`src/hw/pcms_map.svh`:
```
`ifndef PCMS_MAP_SVH
`define PCMS_MAP_SVH
// ****************************************
// timing base
// ****************************************
`define PCMS_CLK_MHZ       250
// frequency clamp, least time, rounded up
`define PCMS_CLAMP_NS      7700
`define PCMS_CLAMP_CYC     ((`PCMS_CLAMP_NS * `PCMS_CLK_MHZ + 999) / 1000)
// continuous-mode period
`define PCMS_CCM_KHZ       65
`define PCMS_CCM_CYC       ((`PCMS_CLK_MHZ * 1000) / `PCMS_CCM_KHZ)
`define PCMS_LONG_PCT      112
`define PCMS_LONG_CYC      ((`PCMS_CCM_CYC * `PCMS_LONG_PCT) / 100)
`define PCMS_RUN_LEN       8
// continuous-mode hold time
`define PCMS_HOLD_MS       360
`define PCMS_HOLD_CYC      (`PCMS_HOLD_MS * `PCMS_CLK_MHZ * 1000)
// minimum-frequency clock and valley timeout
`define PCMS_MINF_NS       33000
`define PCMS_MINF_CYC      ((`PCMS_MINF_NS * `PCMS_CLK_MHZ) / 1000)
`define PCMS_VTO_NS        3000
`define PCMS_VTO_CYC       ((`PCMS_VTO_NS * `PCMS_CLK_MHZ) / 1000)
// ****************************************
// foldback phase accumulator
// ****************************************
`define PCMS_ACC_W         24
`define PCMS_FOLD_DIV      10
`define PCMS_STEP_NOM      ((1 << `PCMS_ACC_W) / `PCMS_CLAMP_CYC)
`define PCMS_STEP_MIN      (`PCMS_STEP_NOM / `PCMS_FOLD_DIV)
`define PCMS_STEP_SPAN     (`PCMS_STEP_NOM - `PCMS_STEP_MIN)
`define PCMS_FOLD_SHIFT_LL 7
`define PCMS_FOLD_SHIFT_HL 6
`endif

```
`src/hw/pcms_pkg.sv`:
```
package pcms_pkg;
  // ****************************************
  // types
  // ****************************************
  // switching sequencer states
  typedef enum logic [2:0] {
    PCMS_S_LOCK, PCMS_S_ON, PCMS_S_DEMAG, PCMS_S_WAIT, PCMS_S_MINV, PCMS_S_CCMW
  } pcms_state_t;
  // conduction mode of the last cycle
  typedef enum logic [1:0] {
    PCMS_MODE_OFF, PCMS_MODE_CRM, PCMS_MODE_DCM, PCMS_MODE_CCM
  } pcms_mode_t;
  // comparator indications from the analog side
  typedef struct packed {
    logic supply_below_off;
    logic supply_above_on;
    logic demag_done;
    logic valley_seen;
    logic on_time_end;
  } pcms_sense_t;
endpackage

```
`src/hw/pcms_timer.sv`:
```
// ****************************************
// saturating interval timer
// ****************************************
module pcms_timer #(
  parameter int W     = 32,
  parameter int LIMIT = 16
) (
  input  wire logic clk,
  input  wire logic rst,
  input  wire logic clear,
  input  wire logic run,
  output logic      done
);
  logic [W-1:0] cnt;   // elapsed cycles
  wire          last = (cnt == W'(LIMIT - 1));

  // count while running, stop once done
  always_ff @(posedge clk) begin
    if (rst || clear) begin
      cnt  <= '0;
      done <= 1'b0;
    end else if (run && !done) begin
      cnt  <= cnt + W'(1);
      done <= last;
    end
  end
endmodule

```
`src/hw/pcms_core.sv`:
```
`include "pcms_map.svh"
// Functional notes
// - startup source on below supply off level
// - above on level: source off, start switching
// - critical mode until clamp frequency exceeded
// - short cycle waits out the clamp period
// - discontinuous mode then waits for valley
// - mid-length cycle gives critical conduction
// - eight cycles over 112 percent enter continuous
// - leave continuous after hold time without run
// - continuous held whole line for hold time
// - critical/discontinuous change cycle by cycle
// - turn-on valley chosen automatically per cycle
// - low demand stretches clamp, high line half
// - clamp frequency linear down to one tenth
// - minimum-frequency clock at 33 us period
// - then valley, forced on after 3 us
// - min clock only in dead time, never continuous
// - cycle length is on-time plus demagnetization
module pcms_core
  import pcms_pkg::*;
#(
  parameter int HOLD_CYCLES = `PCMS_HOLD_CYC,
  parameter int MINF_CYCLES = `PCMS_MINF_CYC,
  parameter int LONG_CYCLES = `PCMS_LONG_CYC,
  parameter int DEMAND_W    = 8
) (
  input  wire logic                clk,
  input  wire logic                rst,
  input  wire pcms_sense_t         sense,
  input  wire logic [DEMAND_W-1:0] power_demand,
  input  wire logic                high_line,
  output logic                     gate_drive_out,
  output logic                     startup_source_on,
  output logic                     clamped_critical_mode,
  output pcms_mode_t               conduction_mode
);
  // ****************************************
  // local constants
  // ****************************************
  localparam int CW      = 16;                   // cycle counter width
  localparam int CCM_CYC = `PCMS_CCM_CYC;        // continuous period
  localparam int VTO_CYC = `PCMS_VTO_CYC;        // valley timeout
  localparam int RUN_LEN = `PCMS_RUN_LEN;        // run length
  localparam int AW      = `PCMS_ACC_W;          // accumulator width

  // ****************************************
  // input synchronisers
  // ****************************************
  localparam int SN = $bits(pcms_sense_t);
  logic [SN-1:0] sync1;                          // first stage, read by sync2 only
  logic [SN-1:0] sync2;                          // stable copy
  wire  [SN-1:0] sense_bits = sense;
  pcms_sense_t   s;
  assign s = sync2;

  // two flops per comparator bit
  for (genvar i = 0; i < SN; i++) begin : g_sync
    always_ff @(posedge clk) begin
      if (rst) begin
        sync1[i] <= 1'b0;
        sync2[i] <= 1'b0;
      end else begin
        sync1[i] <= sense_bits[i];
        sync2[i] <= sync1[i];
      end
    end
  end

  // ****************************************
  // state
  // ****************************************
  pcms_state_t    state;                          // sequencer state
  pcms_state_t    next_state;
  logic           running;                        // lockout released
  logic           ccm_mode;                       // continuous conduction
  logic [CW-1:0]  cyc_cnt;                        // cycles since turn-on
  logic [AW:0]    acc;                            // clamp phase, msb = expired
  logic [3:0]     run;                            // consecutive long cycles
  logic           minstart;                       // cycle began on min clock
  logic           blank_done;                     // hold time elapsed
  logic           vto_done;                       // valley wait timed out

  // ****************************************
  // decoding
  // ****************************************
  // hysteresis band: set above on level, clear below off level
  wire running_set   = !running && s.supply_above_on && !s.supply_below_off;
  wire clamp_done    = acc[AW];
  wire min_clk       = (cyc_cnt >= CW'(MINF_CYCLES - 1));
  wire ccm_end       = (cyc_cnt >= CW'(CCM_CYC - 1));
  // cycle ends at demag, or at period end in continuous mode
  wire meas_evt      = (state == PCMS_S_DEMAG) && (s.demag_done || (ccm_mode && ccm_end));
  // in continuous mode a cycle cut off at the period end had no demag: long
  wire long_ccm      = ccm_end;
  wire long_entry    = (cyc_cnt > CW'(LONG_CYCLES)) && !minstart;
  wire long_ok       = ccm_mode ? long_ccm : long_entry;
  wire run_hit       = long_ok && (run == 4'(RUN_LEN - 1));
  wire ccm_enter     = meas_evt && !ccm_mode && run_hit;
  wire blank_restart = meas_evt && ccm_mode && run_hit;
  wire start         = (next_state == PCMS_S_ON) && (state != PCMS_S_ON);

  // foldback: threshold halves on high line
  wire [2:0]          fold_shift = high_line ? 3'(`PCMS_FOLD_SHIFT_HL) : 3'(`PCMS_FOLD_SHIFT_LL);
  wire [DEMAND_W:0]   fold_thr   = (DEMAND_W + 1)'(1) << fold_shift;
  wire [DEMAND_W:0]   demand_ext = {1'b0, power_demand};
  wire [DEMAND_W:0]   demand_eff = (demand_ext > fold_thr) ? fold_thr : demand_ext;
  wire [31:0]         fold_prod  = 32'(`PCMS_STEP_SPAN) * 32'(demand_eff);
  // clamp frequency is linear in demand, floor at one tenth
  wire [15:0]         step       = 16'(`PCMS_STEP_MIN) + 16'(fold_prod >> fold_shift);

  // ****************************************
  // timers
  // ****************************************
  // hold time restarts on every run seen in continuous mode
  pcms_timer #(.W(32), .LIMIT(HOLD_CYCLES)) u_hold (
    .clk   (clk),
    .rst   (rst),
    .clear (blank_restart || !ccm_mode),
    .run   (ccm_mode),
    .done  (blank_done)
  );

  // valley wait after the minimum-frequency clock
  pcms_timer #(.W(CW), .LIMIT(VTO_CYC)) u_vto (
    .clk   (clk),
    .rst   (rst),
    .clear (state != PCMS_S_MINV),
    .run   (1'b1),
    .done  (vto_done)
  );

  // ****************************************
  // sequencer
  // ****************************************
  // next state of the switching cycle
  always_comb begin
    next_state = state;
    case (state)
      PCMS_S_LOCK: begin
        if (running) begin
          next_state = PCMS_S_ON;
        end
      end
      PCMS_S_ON: begin
        if (s.on_time_end) begin
          next_state = PCMS_S_DEMAG;
        end
      end
      PCMS_S_DEMAG: begin
        if (ccm_mode && ccm_end) begin
          next_state = PCMS_S_ON;
        end else if (s.demag_done && ccm_mode) begin
          next_state = PCMS_S_CCMW;
        end else if (s.demag_done && clamp_done) begin
          next_state = PCMS_S_ON;
        end else if (s.demag_done) begin
          next_state = PCMS_S_WAIT;
        end
      end
      PCMS_S_WAIT: begin
        // dead time only: min clock cannot cut a pulse short
        if (min_clk) begin
          next_state = PCMS_S_MINV;
        end else if (clamp_done && s.valley_seen) begin
          // first valley after clamp expiry, so it shifts by itself
          next_state = PCMS_S_ON;
        end
      end
      PCMS_S_MINV: begin
        if (s.valley_seen || vto_done) begin
          next_state = PCMS_S_ON;
        end
      end
      PCMS_S_CCMW: begin
        if (!ccm_mode) begin
          next_state = PCMS_S_WAIT;
        end else if (ccm_end) begin
          next_state = PCMS_S_ON;
        end
      end
      default: begin
        next_state = PCMS_S_LOCK;
      end
    endcase
    // supply loss stops the gate at once, not one cycle after running falls
    if (!running || s.supply_below_off) begin
      next_state = PCMS_S_LOCK;
    end
  end

  // state, supply lockout and gate drive
  always_ff @(posedge clk) begin
    if (rst) begin
      state          <= PCMS_S_LOCK;
      running        <= 1'b0;
      gate_drive_out <= 1'b0;
    end else begin
      state          <= next_state;
      running        <= !s.supply_below_off && (running || running_set);
      gate_drive_out <= (next_state == PCMS_S_ON) && running;
    end
  end

  assign startup_source_on     = !running;
  assign clamped_critical_mode = running && !ccm_mode;

  // cycle length counter and clamp accumulator
  always_ff @(posedge clk) begin
    if (rst || start) begin
      cyc_cnt <= '0;
      acc     <= '0;
    end else begin
      if (cyc_cnt != '1) begin
        cyc_cnt <= cyc_cnt + CW'(1);
      end
      if (!clamp_done) begin
        acc <= acc + (AW + 1)'(step);
      end
    end
  end

  // min-clock cycles are flagged so they never count as long outside continuous mode
  always_ff @(posedge clk) begin
    if (rst) begin
      minstart <= 1'b0;
    end else if (start) begin
      minstart <= (state == PCMS_S_MINV);
    end
  end

  // ****************************************
  // mode selection
  // ****************************************
  // run counter and continuous-mode flag
  always_ff @(posedge clk) begin
    if (rst || !running) begin
      run      <= '0;
      ccm_mode <= 1'b0;
    end else begin
      if (meas_evt) begin
        if (!long_ok || run_hit) begin
          run <= '0;
        end else begin
          run <= run + 4'(1);
        end
      end else if (ccm_mode && blank_done) begin
        run <= '0;
      end
      if (ccm_enter) begin
        ccm_mode <= 1'b1;
      end else if (blank_done && !blank_restart) begin
        ccm_mode <= 1'b0;
      end
    end
  end

  // mode of the last measured cycle, may change every cycle
  always_ff @(posedge clk) begin
    if (rst || !running) begin
      conduction_mode <= PCMS_MODE_OFF;
    end else if (meas_evt && ccm_mode) begin
      conduction_mode <= PCMS_MODE_CCM;
    end else if (meas_evt) begin
      conduction_mode <= clamp_done ? PCMS_MODE_CRM : PCMS_MODE_DCM;
    end
  end
endmodule

```
`config.mk`:
```
export PLATFORM = sky130hd
export DESIGN_NAME = pcms_core
export DESIGN_NICKNAME = d
export VERILOG_FILES = /design/src/hw/pcms_pkg.sv /design/src/hw/pcms_timer.sv /design/src/hw/pcms_core.sv
export VERILOG_INCLUDE_DIRS = /design/src /design/src/hw
export SDC_FILE = /design/constraint.sdc
export NUM_CORES = 1
export LEC_CHECK = 0
export ABC_AREA = 1
export BUFFER_PORTS_ARGS = -buffer_cell sky130_fd_sc_hd__buf_4
export CAP_MARGIN = 20
export CORE_UTILIZATION = 45
export CTS_CLUSTER_SIZE = 16
export DETAILED_ROUTE_END_ITERATION = 8
export HOLD_SLACK_MARGIN = 0.06
export SETUP_SLACK_MARGIN = 0.02
export SLEW_MARGIN = 20
export SYNTH_ARGS = -nofsm -noshare
export SYNTH_HDL_FRONTEND = slang
export SYNTH_SLANG_ARGS = --single-unit
```
`constraint.sdc`:
```
create_clock -name clk -period 9.6 [get_ports clk]
set_input_delay 1.92 -clock clk [delete_from_list [all_inputs] [get_ports clk]]
set_output_delay 1.92 -clock clk [all_outputs]
set_load 0.02 [all_outputs]
```
==> flow_summary.yaml <==
sta:
  maxSlewHeadroom_pct: 36.51
  fin_worst_skew_ps: 10.82
  finalCritPeriodShare_pct: 92.01
  fin_setup_tns_ps: 0
  maxClockFrequency_mhz: 113.2
  setup_slack_ps: 766.8
  rsz0062_at_grt: "false"
  setup_viol: 0
  maxSlewViolCount: 0
  hold_viol: 0
  tightest_slew_ps: 951.1
  min_period_ps: 8833
detailed_routing:
  drc_errors: 0
  num_vias: 7625
  drt-total-wl_um: 18260
  viasPerCell: 4.847
  drtIter0Drc: 367
  wl_per_cell_um: 11.61
  antenna_left: 0
  dr.pass1.iters: 5
worst_setup_path:
  endpoint_kind: "flip-flop"
  crit_path_top_delay_cell: "fa_1"
  path_buf_inv: 5
  crit_fanout: 19
  critPathTopFamily: "adder cells"
  crit_top_cell: "nand2_1"
  cp-start-kind: "input pin"
  cp_slowest_stage_delay_ps: 560
  cp.arrival_ps: 9120
  crit_type: "input pin to flip-flop"
  cp.required_ps: 9890
global_route:
  grt_util_all_layers_pct: 19.43
  grt_pass1_vias: 7136
  grt_pass1_wl_um: 32110
  grt_max_degree: 42
  grt-ovfl-total: 0
  antenna_found_initial: 0
synthesis:
  ys_seq_area_share_pct: 25.99
  synth_area_mm2: 0.008780
  yosysWarningCount: 0
  syn_avg_cell_area_um2: 6.870
  yosys.area.top_type_share_pct: 25.99
  syn_nets: 1390
  ys_top_cells_by_area: "dfxtp_1, nand2_1, ha_1, inv_1, nor2_1"
  synth.distinct_cells: 49
  synth-seq-cells: 114
  synthCells: 1278
  synth_top_area_cell: "dfxtp_1"
die:
  die_y_um: 141.7
  core_mm2: 0.01889
  ioPinCount: 21
  die_width_um: 141.7
  row_count: 50
  start_util_pct: 46.47
  die_area_mm2: 0.02007
clock_network:
  clock_sinks: 114
  cts_root_buf: "clkbuf_16"
  htree_levels: 4
  clkTransAtPathRegs_ps: 60
  cts_resized: 0
  cts_hold_buf: 0
  numCtsBuffers: 17
  clockBufferDepth: 2
  cts_tree: "yes"
  post_cts_buffers: 0
  clk_latency_ps: 410
final_layout:
  mostFrequentLayoutCell: "nand2_1"
  syn_to_final_growth_pct: 10.75
  nets: 1412
  drive_above_1_share_pct: 6.474
  final_cell_mix: "nand2_1, inv_1, nor2_1"
  num-fill-cells: 1982
  antenna_cells: 0
run_status:
  status: "finished, final reports clean"
placement:
  dp_hpwl_um: 14250
  gp_congestion: 0.8402
  io_buffer_count: 20
  pre_cts_ws_ps: 423.6
power_and_ir_drop:
  power_leakage_nw: 4.521
  ir_drop_mv: 0.1855
  power_density_mw_per_mm2: 328.0
flow_run:
  cap_violations: 0
worst_hold_path:
  min_path_type: "flip-flop to flip-flop"
synthesized netlist by cell type, drive strengths merged:
library cell / instances
fa: 21
nor3: 36
or2: 4
nand3: 110
ha: 75
and3: 2
a21oi: 63
dfxtp: 114
nand2b: 1
o21ai: 43
a21boi: 1
nand4: 27
nand2: 264
o21bai: 2
buf: 13
a22oi: 1
a32o: 1
a21o: 2
nand3b: 2
inv: 219
xnor2: 7
nor4: 13
o21a: 1
clkbuf: 5
xor2: 61
and2: 1
a41oi: 1
dlygate4sd1: 1
mux2i: 10
a31oi: 2
nor2: 174
a22o: 1
final timing paths:
kind / from / end / slack [ps] / depth (start not counted)
hold / removal: sync1[0] / s[0] / 400 / 2
hold reg to reg: sync1[0] / s[0] / 400 / 2
setup reg to reg: acc[0] / acc[12] / 7220 / 11
setup / recovery: high_line / acc[22] / 770 / 38
sequential cells by signal, summed over array words and instances (netlist names):
| register | count |
|---|---|
| ccm_mode | 1 |
| acc | 25 |
| sync1 | 5 |
| state | 3 |
| u_hold.done | 1 |
| cyc_cnt | 16 |
| s | 5 |
| gate_drive_out | 1 |
| u_vto.done | 1 |
| u_hold.cnt | 32 |
| run | 4 |
| conduction_mode | 2 |
| running | 1 |
| minstart | 1 |
| u_vto.cnt | 16 |
worst min-delay path, delay by kind of cell, from the launching register on:
| kind | cells | cell delay, ps |
|---|---|---|
| flops | 1 | 300 |
| buf+inv | 1 | 40 |
| simple gates | 1 | 30 |
report_power, final:
group / switching [mW] / internal, mW / leakage (nW)
Sequential: 0.0181 / 0.514 / 0.925
Clock: 0.220 / 0.427 / 0.293
Combinational: 1.27 / 0.744 / 3.30
cell type report:
cell class	count	area (µm²)	area share [%]
clock buffer	23	478.0	4.916
timing repair buffer	22	165.2	1.699
sequential	114	2282	23.47
inverter	219	822.0	8.455
clock inverter	9	128.9	1.325
tap	260	325.3	3.346
multi-input combinational	926	5522	56.79
routing by layer:
layer	track usage, %	up-vias	part of all wire (%)
li1	-	4117	-
met1	24.76	3412	49
met2	33.37	71	47
met3	3.577	25	2.1
met4	5.546	0	1.5
met5	0	-	0
through the flow:
step	instance area, µm²	instances	power [mW]	utilization [%]	hold slack, ps
finish	9723	1573	3.189	51.46	399.5
detailed placement	9116	1541	2.531	48.25	392.3
global route	9723	1573	3.576	51.46	418.7
global placement	9116	1541	2.524	48.25	392.8
CTS	9723	1573	3.211	51.46	399.2
floorplan	8780	1278	2.162	-	388.3
logic make-up after synthesis:
family,after synthesis,share of synthesized area [%]
flops,114,25.99
xor+xnor,68,6.784
fa+ha+maj,96,15.48
buf+inv,238,11.12
compound gates,118,7.268
simple gates,634,32.22
mux,10,1.140
Power figures use the tool's default switching activity.
